--- config.mk ---
export PLATFORM = sky130hd
export DESIGN_NAME = hpi_top
export DESIGN_NICKNAME = d
export VERILOG_FILES = /design/src/hpi_pkg.sv /design/src/hpi_sync.sv /design/src/hpi_top.sv
export SDC_FILE = /design/constraint.sdc
export NUM_CORES = 1
export LEC_CHECK = 0
export BUFFER_PORTS_ARGS = -buffer_cell sky130_fd_sc_hd__clkbuf_2
export CAP_MARGIN = 25
export CORE_MARGIN = 1
export CORE_UTILIZATION = 49
export DETAILED_ROUTE_END_ITERATION = 16
export GPL_ROUTABILITY_DRIVEN = 0
export PLACE_DENSITY = 0.82
export SETUP_SLACK_MARGIN = 0.5
export SLEW_MARGIN = 20
export SYNTH_ARGS = -nofsm -noshare
export SYNTH_HDL_FRONTEND = slang
export SYNTH_SLANG_ARGS = --single-unit
--- constraint.sdc ---
create_clock -name clk_sys -period 4.7 [get_ports clk_sys]
set_clock_uncertainty 0.15 [all_clocks]
set_input_delay 1.41 -clock clk_sys [delete_from_list [all_inputs] [get_ports clk_sys]]
set_output_delay 1.41 -clock clk_sys [all_outputs]
set_load 0.01 [all_outputs]
--- src/hpi_pkg.sv ---
// hpi_pkg: constants and types shared by the hub port status indicator block
// assumes: one system clock, synchronous active-low reset
package hpi_pkg;

  // ==========================================================================
  // sizes
  localparam int NUM_DN_PORTS = 6;
  localparam int NUM_UP_PORTS = 2;

  // ==========================================================================
  // clock
  localparam int CLK_SYS_HZ = 10_000_000;

  // ==========================================================================
  // positions of pin inputs inside the synchroniser vector
  localparam int SYNC_WIDTH        = 4;
  localparam int PIN_MODE_STRAP    = 0;
  localparam int PIN_CLKSRC_STRAP  = 1;
  localparam int PIN_MGMT_CLOCK    = 2;
  localparam int PIN_MGMT_DATA     = 3;

  // ==========================================================================
  // management pin roles, as decoded from the mode strap
  localparam logic ROLE_SMB_SLAVE  = 1'h0;
  localparam logic ROLE_I2C_BRIDGE = 1'h1;

  // clock source, as decoded from the clock source strap
  localparam logic SRC_CRYSTAL     = 1'h0;
  localparam logic SRC_OSCILLATOR  = 1'h1;

  // ==========================================================================
  // sequencing states
  typedef enum logic [1:0] {
    ST_RESET   = 2'b00,
    ST_CAPTURE = 2'b01,
    ST_RUN     = 2'b10
  } hpi_state_t;

  // ==========================================================================
  // complete state of the main module
  typedef struct packed {
    hpi_state_t                state;
    logic                      mgmtRole;
    logic                      clkSource;
    logic [NUM_DN_PORTS-1:0]   dnSpeedOut;
    logic [NUM_DN_PORTS-1:0]   dnSpeedOe;
    logic [NUM_DN_PORTS-1:0]   chgOut;
    logic [NUM_DN_PORTS-1:0]   chgOe;
    logic [NUM_UP_PORTS-1:0]   upSpeedOut;
    logic [NUM_UP_PORTS-1:0]   upSpeedOe;
    logic                      suspOut;
    logic                      suspOe;
    logic                      inReset;
    logic                      mgmtClockOe;
    logic                      mgmtDataOe;
  } hpi_regs_t;

  // ==========================================================================
  // reset values
  localparam logic ROLE_RST      = ROLE_SMB_SLAVE;
  localparam logic CLKSRC_RST    = SRC_CRYSTAL;
  localparam logic IND_OUT_RST   = 1'h0;
  localparam logic IND_OE_RST    = 1'h0;
  localparam logic IN_RESET_RST  = 1'h1;

  localparam hpi_regs_t HPI_REGS_RST = '{
    state:       ST_RESET,
    mgmtRole:    ROLE_RST,
    clkSource:   CLKSRC_RST,
    dnSpeedOut:  {NUM_DN_PORTS{IND_OUT_RST}},
    dnSpeedOe:   {NUM_DN_PORTS{IND_OE_RST}},
    chgOut:      {NUM_DN_PORTS{IND_OUT_RST}},
    chgOe:       {NUM_DN_PORTS{IND_OE_RST}},
    upSpeedOut:  {NUM_UP_PORTS{IND_OUT_RST}},
    upSpeedOe:   {NUM_UP_PORTS{IND_OE_RST}},
    suspOut:     IND_OUT_RST,
    suspOe:      IND_OE_RST,
    inReset:     IN_RESET_RST,
    mgmtClockOe: IND_OE_RST,
    mgmtDataOe:  IND_OE_RST
  };

endpackage

--- src/hpi_sync.sv ---
// hpi_sync: three-stage synchroniser bank with agreement filter
// assumes: inputs are asynchronous pins; no reset, the chain settles itself
`timescale 1ns/1ns
`default_nettype none

module hpi_sync #(
  parameter int WIDTH = 4
) (
  // clock
  input  wire logic             clk_sys,
  // asynchronous pins
  input  wire logic [WIDTH-1:0] pinIn,
  // filtered, synchronised levels
  output logic      [WIDTH-1:0] syncOut
);

  typedef struct packed {
    logic [WIDTH-1:0] s1;
    logic [WIDTH-1:0] s2;
    logic [WIDTH-1:0] s3;
    logic [WIDTH-1:0] level;
  } hpi_sync_regs_t;

  hpi_sync_regs_t r_ff;
  hpi_sync_regs_t nxt_r;

  // ==========================================================================
  // next state: a change counts once stages two and three agree
  always_comb begin
    nxt_r    = r_ff;
    nxt_r.s1 = pinIn;
    nxt_r.s2 = r_ff.s1;
    nxt_r.s3 = r_ff.s2;
    for (int i = 0; i < WIDTH; i++) begin
      if (r_ff.s2[i] == r_ff.s3[i]) begin
        nxt_r.level[i] = r_ff.s3[i];
      end
    end
  end

  always_ff @(posedge clk_sys) begin
    r_ff <= nxt_r;
  end

  assign syncOut = r_ff.level;

endmodule

`default_nettype wire

--- src/hpi_top.sv ---
// hpi_top: sideband status indicators, reset sequencing and management pin
// role selection of the hub
// assumes: port status inputs come from hub logic on clk_sys; straps and the
// management lines are asynchronous pins; pin tristate is resolved outside;
// straps stand still for four edges before reset releases, since the
// synchronisers carry no reset and need that long to settle
//
// Summary of operation
// - port speed pin floats unconnected, low for 2.0/1.1, high for Gen 1.
// - charge pin floats if disabled, low after handshake, high before it.
// - host speed pin floats unconnected, low for Gen 1, high for 2.0/1.1.
// - hub stays in reset mode while the active-low chip reset is low.
// - a dedicated pin shows the USB 2.0 suspend state for sideband wakeup.
// - management lines act as SMBus slave or I2C bridge by configuration.
// - reference from crystal or oscillator; oscillator idles crystal out.
// - straps, mode strap included, latch at each reset release.
`timescale 1ns/1ns
`default_nettype none

module hpi_top
  import hpi_pkg::*;
(
  // clock and reset
  input  wire logic                    clk_sys,
  input  wire logic                    rst_n,

  // downstream port status from hub logic
  input  wire logic [NUM_DN_PORTS-1:0] dnConnected,
  input  wire logic [NUM_DN_PORTS-1:0] dnGen1Link,
  input  wire logic [NUM_DN_PORTS-1:0] chargeEnabled,
  input  wire logic [NUM_DN_PORTS-1:0] chargeHandshakeDone,

  // host-facing port status from hub logic
  input  wire logic [NUM_UP_PORTS-1:0] upConnected,
  input  wire logic [NUM_UP_PORTS-1:0] upGen1Link,

  // suspend state from hub logic
  input  wire logic                    usb2Suspended,

  // configuration strap pins
  input  wire logic                    modeStrapPin,
  input  wire logic                    clkSrcStrapPin,

  // downstream speed pins
  output logic      [NUM_DN_PORTS-1:0] downstreamSpeedFlagOut,
  output logic      [NUM_DN_PORTS-1:0] downstreamSpeedFlagOe,

  // charge handshake pins
  output logic      [NUM_DN_PORTS-1:0] chargeHandshakeFlagOut,
  output logic      [NUM_DN_PORTS-1:0] chargeHandshakeFlagOe,

  // host port speed pins
  output logic      [NUM_UP_PORTS-1:0] hostSpeedFlagOut,
  output logic      [NUM_UP_PORTS-1:0] hostSpeedFlagOe,

  // suspend pin
  output logic                         suspendWakeFlagOut,
  output logic                         suspendWakeFlagOe,

  // hub state
  output logic                         hubInReset,
  output logic                         strapsValid,

  // reference clock source
  output logic                         refClockInputSelect,
  output logic                         crystalOutEnable,

  // management clock line
  input  wire logic                    mgmtClockLineIn,
  output logic                         mgmtClockLineOut,
  output logic                         mgmtClockLineOe,

  // management data line
  input  wire logic                    mgmtDataLineIn,
  output logic                         mgmtDataLineOut,
  output logic                         mgmtDataLineOe,

  // SMBus slave engine
  input  wire logic                    slaveClockDriveLow,
  input  wire logic                    slaveDataDriveLow,
  output logic                         slaveSelected,

  // I2C bridge master engine
  input  wire logic                    bridgeClockDriveLow,
  input  wire logic                    bridgeDataDriveLow,
  output logic                         bridgeSelected,

  // synchronised line levels for both engines
  output logic                         mgmtClockSync,
  output logic                         mgmtDataSync
);

  hpi_regs_t             r_ff;
  hpi_regs_t             nxt_r;
  logic [SYNC_WIDTH-1:0] pinRaw;
  logic [SYNC_WIDTH-1:0] pinSync;

  // ==========================================================================
  // decodes used by the next-state logic and the outputs
  function automatic logic is_run(input hpi_state_t st);
    is_run = (st == ST_RUN);
  endfunction

  // only the engine of the strapped role may pull a line low
  function automatic logic pick_pull(input logic role,
                                     input logic bridgePull,
                                     input logic slavePull);
    pick_pull = (role == ROLE_I2C_BRIDGE) ? bridgePull : slavePull;
  endfunction

  // ==========================================================================
  // pin synchronisers
  // strap and line pins are asynchronous; each passes three synchroniser flops and the filter flop
  always_comb begin
    pinRaw                   = '0;
    pinRaw[PIN_MODE_STRAP]   = modeStrapPin;
    pinRaw[PIN_CLKSRC_STRAP] = clkSrcStrapPin;
    pinRaw[PIN_MGMT_CLOCK]   = mgmtClockLineIn;
    pinRaw[PIN_MGMT_DATA]    = mgmtDataLineIn;
  end

  hpi_sync #(
    .WIDTH   (SYNC_WIDTH)
  ) u_sync (
    .clk_sys (clk_sys),
    .pinIn   (pinRaw),
    .syncOut (pinSync)
  );

  // ==========================================================================
  // next state
  always_comb begin
    nxt_r         = r_ff;
    nxt_r.inReset = 1'h0;

    unique case (r_ff.state)
      ST_RESET: begin
        // first edge after release moves to capture; the second latches the straps
        nxt_r.state = ST_CAPTURE;
      end
      ST_CAPTURE: begin
        // a strap change after this point waits for the next reset
        nxt_r.mgmtRole  = pinSync[PIN_MODE_STRAP];
        nxt_r.clkSource = pinSync[PIN_CLKSRC_STRAP];
        nxt_r.state     = ST_RUN;
      end
      ST_RUN: begin
        nxt_r.state = ST_RUN;
      end
      default: begin
        nxt_r.state = ST_RESET;
      end
    endcase

    // indicators follow port state only once straps are taken
    if (is_run(r_ff.state)) begin
      nxt_r.dnSpeedOe   = dnConnected;
      nxt_r.dnSpeedOut  = dnGen1Link;
      nxt_r.chgOe       = chargeEnabled;
      nxt_r.chgOut      = ~chargeHandshakeDone;
      nxt_r.upSpeedOe   = upConnected;
      nxt_r.upSpeedOut  = ~upGen1Link;
      nxt_r.suspOe      = 1'h1;
      nxt_r.suspOut     = usb2Suspended;
      nxt_r.mgmtClockOe = pick_pull(r_ff.mgmtRole, bridgeClockDriveLow,
                                    slaveClockDriveLow);
      nxt_r.mgmtDataOe  = pick_pull(r_ff.mgmtRole, bridgeDataDriveLow,
                                    slaveDataDriveLow);
    end else begin
      // outside run every pin floats; stored levels are kept
      nxt_r.dnSpeedOe   = {NUM_DN_PORTS{IND_OE_RST}};
      nxt_r.chgOe       = {NUM_DN_PORTS{IND_OE_RST}};
      nxt_r.upSpeedOe   = {NUM_UP_PORTS{IND_OE_RST}};
      nxt_r.suspOe      = IND_OE_RST;
      nxt_r.mgmtClockOe = IND_OE_RST;
      nxt_r.mgmtDataOe  = IND_OE_RST;
    end
  end

  // ==========================================================================
  // state register; reset floats every indicator
  always_ff @(posedge clk_sys) begin
    if (!rst_n) begin
      r_ff <= HPI_REGS_RST;
    end else begin
      r_ff <= nxt_r;
    end
  end

  // ==========================================================================
  // outputs
  assign downstreamSpeedFlagOut = r_ff.dnSpeedOut;
  assign downstreamSpeedFlagOe  = r_ff.dnSpeedOe;
  assign chargeHandshakeFlagOut = r_ff.chgOut;
  assign chargeHandshakeFlagOe  = r_ff.chgOe;
  assign hostSpeedFlagOut       = r_ff.upSpeedOut;
  assign hostSpeedFlagOe        = r_ff.upSpeedOe;
  assign suspendWakeFlagOut     = r_ff.suspOut;
  assign suspendWakeFlagOe      = r_ff.suspOe;

  // hub logic leaves its reset mode one edge after release
  assign hubInReset  = r_ff.inReset;
  assign strapsValid = is_run(r_ff.state);

  // oscillator mode idles the crystal amplifier
  assign refClockInputSelect = (r_ff.clkSource == SRC_OSCILLATOR);
  assign crystalOutEnable    = (r_ff.clkSource == SRC_CRYSTAL);

  // open-drain lines only ever pull low
  assign mgmtClockLineOut = 1'h0;
  assign mgmtClockLineOe  = r_ff.mgmtClockOe;
  assign mgmtDataLineOut  = 1'h0;
  assign mgmtDataLineOe   = r_ff.mgmtDataOe;

  // role selects stay low until the straps are taken
  assign slaveSelected  = strapsValid && (r_ff.mgmtRole == ROLE_SMB_SLAVE);
  assign bridgeSelected = strapsValid && (r_ff.mgmtRole == ROLE_I2C_BRIDGE);
  assign mgmtClockSync  = pinSync[PIN_MGMT_CLOCK];
  assign mgmtDataSync   = pinSync[PIN_MGMT_DATA];

endmodule

`default_nettype wire

==> run summary, run 1 <==
Mapped Cells: 160
Worst hold slack: 0.1831 ns
Largest cells by area after synthesis: dfxtp_1, buf_4, edfxtp_1
Total negative slack: 0 ns
Synthesized area: 1842 um2
All-Layer GR Usage: 15.21%
Peak VDD IR: 0.0002663 V
Post-Place Cell Area: 2028 um2
DR pass1 iterations: 3
Top_reg_cell synth: dfxtp_1
Warnings, synthesis: 0
NumNets Final: 254
Count of input and output buffers: 78
Gr ovfl total: 0
CTS max path bufs: 2
DRC violations left: 0
Initial DRC count: 40
Startpoint types: flip-flop
Post-CTS Hold Fix Bufs: 0
PnR worst setup slack: 1.947 ns
# IOs: 81
Placed Cells: 250
First-pass GRT wire length: 4.574 mm
Clock share of power: 31.3%
Largest net degree at the start of global routing: 39
Sink Count: 53
Vias in the first global route: 1096
Critical path type: reg2out
Tot Pwr: 0.9515 mW
Post-route design area: 2140 um2
Post-synth top area share: 53.26%
Synth cell count leaders: dfxtp_1, buf_4, nor2_1
Count leader, synth: dfxtp_1
Area of the multi-input gates: 456.7 um2
Mean area per synthesized cell: 11.51 um2
CTS clock-pin slew for the worst setup and hold paths: 0.09 ns
CP peak stage delay: 0.34 ns
Filler instances: 311
DP Wirelength: 2.076 mm
CTS H-tree depth: 2
Pre-CTS setup slack: 2.267 ns
Synth cell types: 18
Layout cells sized above 1: 41.04%
Initial Utilization: 53.10%
CP max-delay cell: dfxtp_1
Total internal power: 0.7200 mW
# resized after CTS: 0
Die X: 63.31 um
Root buffer cell: clkbuf_8
CP Max Fanout: 3
Reg area: 1101 um2
Post-synth top area cell: dfxtp_1
Post-CTS Setup Bufs: 0
FFs w/ async S/R, synth: 0%
Die height: 63.31 um
DR vias: 1155
Sw frac: 24.34%
Period minus WS final: 2.753 ns
Post-DR wirelength/cell: 11.09 um
Worst-Skew Late Latency: 0.30 ns
Max cap viols: 0
Core footprint: 3468 um2
Via/cell ratio: 4.477
NetSw: 0.2316 mW
Period utilization: 58.58%
Critical path arrival: 1.19 ns
Crit-path cells: inv_1, ha_1, and2_1, clkbuf_2
#FFs+latches synth: 53
RSZ-0062 raised after global routing: false
Post-route insts no fill: 258
Hold Crit Class: reg2reg
Post-layout util: 61.69%
Fin. max-slew vios: 0
Comb power frac: 14.8%
Hold Fails Final Rpt: 0
Outcome: completed
Initial antenna violation count: 0
Power per Cell Area: 444.7 nW/um2
Die area: 4008 um2
Std cell rows: 21
Leak: 1.061 nW
Setup-failing EPs final: 0
Diodes inserted: 0
WL final: 2.862 mm
Seq pwr share: 53.9%
Sequential area share after synthesis: 59.78%
CP endpoint kind: output port
Count of antenna-violating nets left after detailed routing: 0
Fmax: 363.2 MHz
Req. time, crit path: 3.14 ns
Number of flops mapped to enable cells by yosys: 4
Synth-to-Final Area Change: 16.17%
CTS Buf Count: 5
TritonCTS clock tree: yes
[cell families (layout without fill, tap and decap cells)]
logic type,after synthesis,count (layout),synth area share [%]
DFF,53,53,59.78
and+or+nand+nor,39,39,10.53
AOI/OAI and AO/OA,8,8,3.261
buffers and inverters,40,91,15.62
other,1,2,0.2036
adders and majority gates,4,4,2.717
xor gates and xnor gates,4,4,1.902
muxes,11,11,5.978
[path summary, 6_finish.rpt]
check / cells after the start / startpoint / endpoint / slack (ns)
min: 0 / u_sync.nxt_r[11]$_DFF_P_ / u_sync.nxt_r[7]$_DFF_P_ / 0.18
max: 4 / r_ff[35]$_SDFF_PN0_ / bridgeSelected / 1.95
min reg2reg: 0 / u_sync.nxt_r[11]$_DFF_P_ / u_sync.nxt_r[7]$_DFF_P_ / 0.18
max reg2reg: 5 / r_ff[35]$_SDFF_PN0_ / downstreamSpeedFlagOut[2]$_SDFFE_PN0N_ / 3.19
[registers in the layout, summed over array words and instances, names as in the netlist, 3 cells and up]
register and count:
r_ff 3, u_sync.nxt_r 8, downstreamSpeedFlagOe 6, u_sync.syncOut 4, chargeHandshakeFlagOut 6, u_sync.r_ff 4
chargeHandshakeFlagOe 6, downstreamSpeedFlagOut 6
[cell usage in the layout (no fill, tap or decap)]
cell type,instances
clkbuf_2,78
dfxtp_1,49
nor2_1,19
and3_1,14
mux2i_1,11
a211oi_1,8
clkbuf_8,5
and2_1,4
xnor2_1,4
ha_1,4
edfxtp_1,4
inv_1,3
conb_1,2
nor2b_1,1
inv_2,1
nand2_1,1
bufinv_16,1
clkinv_4,1
clkbuf_1,1
buf_4,1
[cell type report]
class	instances	area share, %
well taps	46	2.690
inverters	4	0.7018
repair buffers	79	18.60
flip-flops and latches	53	51.46
multi-input cells	68	21.35
clock inverters	2	1.813
clock buffers	6	3.392
[layer usage]
| metal | track usage, % | up-vias | part of all wire, % |
|---|---|---|---|
| met5 | 0 | - | 0 |
| met4 | 8.523 | 0 | 2.2 |
| met3 | 6.703 | 5 | 11 |
| met2 | 25.94 | 62 | 45 |
| met1 | 15.40 | 499 | 42 |
| li1 | - | 589 | - |
[worst max-delay path: cells and delay by family (launching register included)]
family	cells	cell delay, ns
simple gates	1	0.14
flops	1	0.34
fa+ha+maj	1	0.22
buf+inv	2	0.21
[power by group through the flow]
stage	clock network [mW]	logic (mW)	registers [mW]
floorplan	0	0.121	0.522
global placement	0	0.141	0.522
detailed placement	0	0.143	0.524
CTS	0.304	0.143	0.514
global route	0.323	0.158	0.518
finish	0.297	0.141	0.513
Note: power is estimated with default switching activity, not from simulation.
==> inputs of run 2 (changes only) <==
Settings changed: CORE_UTILIZATION 49 to 46, PLACE_DENSITY 0.82 to 0.78.
Clock period 4.7 ns to 2.7 ns, I/O delays scaled along.
==> run summary, run 2 (same netlist as run 1, synthesis figures left out) <==
Outcome: completed
Vias in the first global route: 1012 (-7.7%)
Hold Fails Final Rpt: 0 (unchanged)
# IOs: 81 (unchanged)
Max cap viols: 0 (unchanged)
Post-layout util: 56.68% (-5.0 points)
First-pass GRT wire length: 4.374 mm (-4.4%)
CP endpoint kind: output port
DP Wirelength: 2.106 mm (+1.4%)
Post-DR wirelength/cell: 11.07 um (-0.25%)
Die height: 65.28 um (+3.1%)
CP bufs+invs: 2 (unchanged)
Total negative slack: 0 ns (unchanged)
Leak: 1.049 nW (-1.1%)
Gr busiest metal: met2
Die X: 65.28 um (+3.1%)
Commonest non-fill, non-tap cell in the layout: clkbuf_2
Initial Utilization: 49.20% (-3.9 points)
CP Max Fanout: 3 (unchanged)
DR pass1 iterations: 4 (+1)
Fmax: 472.7 MHz
Die area: 4261 um2 (+6.3%)
Largest net degree at the start of global routing: 39 (unchanged)
Synth-to-Final Area Change: 15.22%
Period minus WS final: 2.116 ns
Met1 usage in global routing: 16.68% (+1.3 points)
Filler instances: 347 (+12%)
Critical path type: reg2out
CTS H-tree depth: 2 (unchanged)
Count of antenna-violating nets left after detailed routing: 0 (unchanged)
Crit-path cells: inv_1, ha_1, and2_1, clkbuf_2
CTS Buf Count: 5 (unchanged)
TritonCTS clock tree: yes
CP max-delay cell: dfxtp_2
Sink Count: 53 (unchanged)
CTS max path bufs: 2 (unchanged)
Critical path arrival: 1.16 ns (-0.03 ns)
WL final: 2.888 mm (+0.91%)
Diodes inserted: 0 (unchanged)
Gr ovfl total: 0 (unchanged)
Met3 Track Usage GR: 5.556% (-1.1 points)
Worst-Skew Late Latency: 0.29 ns (about the same)
Post-route design area: 2122 um2 (-0.82%)
Post-Place Cell Area: 2031 um2 (+0.12%)
All-Layer GR Usage: 13.91% (-1.3 points)
CTS clock-pin slew for the worst setup and hold paths: 0.08 ns (about the same)
Post-route insts no fill: 261 (+1.2%)
Tot Pwr: 1.551 mW (+63%)
Startpoint types: flip-flop
Power per Cell Area: 730.9 nW/um2 (+64%)
Count of input and output buffers: 78 (unchanged)
Hold Crit Class: reg2reg
Core footprint: 3744 um2 (+7.9%)
Commonest cells after routing, fill and taps aside: clkbuf_2, dfxtp_1, nor2_1
RSZ-0062 raised after global routing: false
Initial DRC count: 48 (+20%)
Via/cell ratio: 4.429 (-1.1%)
GR Util met2: 21.26% (-4.7 points)
Peak VDD IR: 0.0004314 V (+62%)
NumNets Final: 255 (+0.39%)
Std cell rows: 22 (+4.8%)
Layout cells sized above 1: 41.31% (+0.28 points)
DRC violations left: 0 (unchanged)
CP peak stage delay: 0.33 ns (about the same)
Initial antenna violation count: 0 (unchanged)
Placed Cells: 252 (+0.80%)
Setup-failing EPs final: 0 (unchanged)
Root buffer cell: clkbuf_8
Cell family with most CP delay: flip-flops
Period utilization: 78.35%
Largest register FFs: 8 (unchanged)
Fin. max-slew vios: 0 (unchanged)
Req. time, crit path: 1.74 ns (-1.40 ns)
DR vias: 1156 (+0.087%)
-- run 2: path summary, 6_finish.rpt --
path                                              start                                endpoint  slack, ns  cells past startpoint
worst max-delay path                r_ff[35]$_SDFF_PN0_                          bridgeSelected       0.58                      4
worst min-delay path            u_sync.nxt_r[8]$_DFF_P_                 u_sync.nxt_r[4]$_DFF_P_       0.18                      0
worst max register to register      r_ff[35]$_SDFF_PN0_  downstreamSpeedFlagOut[4]$_SDFFE_PN0N_       1.21                      5
worst min register to register  u_sync.nxt_r[8]$_DFF_P_                 u_sync.nxt_r[4]$_DFF_P_       0.18                      0
-- run 2: per-layer routing --
metal  wire length (um)  share of wire (%)
met5                  0                  0
met4                 35                1.2
met3                326                 11
met2               1236                 43
met1               1289                 45
-- run 2: area by class of cell --
class	count	area, um2	share of cell area [%]
Timing Repair Buffer	80	405.4	19.10
Clock buffer	8	80.08	3.774
Sequential cell	53	1102	51.95
Multi-Input combinational cell	68	459.2	21.64
Tap cell	48	60.06	2.830
Inverter	4	15.01	0.7075
-- run 2: what timing repair did --
item | CTS | global route
endpoints found under the hold margin | 0 | 0
setup buffers | 0 | 1
endpoints found under the setup margin | 0 | 2
hold buffers | 0 | 0
resized for setup | 0 | 2
-- run 2: per-stage QoR --
stage,worst slack (ns),hold slack (ns)
after floorplan,0.7137,0.1596
after global placement,0.8913,0.1608
after detailed placement,0.8534,0.1643
after CTS,0.5186,0.1841
after global routing,0.5105,0.1933
final,0.5845,0.1806
-- run 2: power by group --
group	switching, mW	total (mW)	internal, mW
clock	0.222	0.406	0.184
combinational	0.133	0.251	0.118
sequential	0.0328	0.894	0.861
total	0.387	1.55	1.16
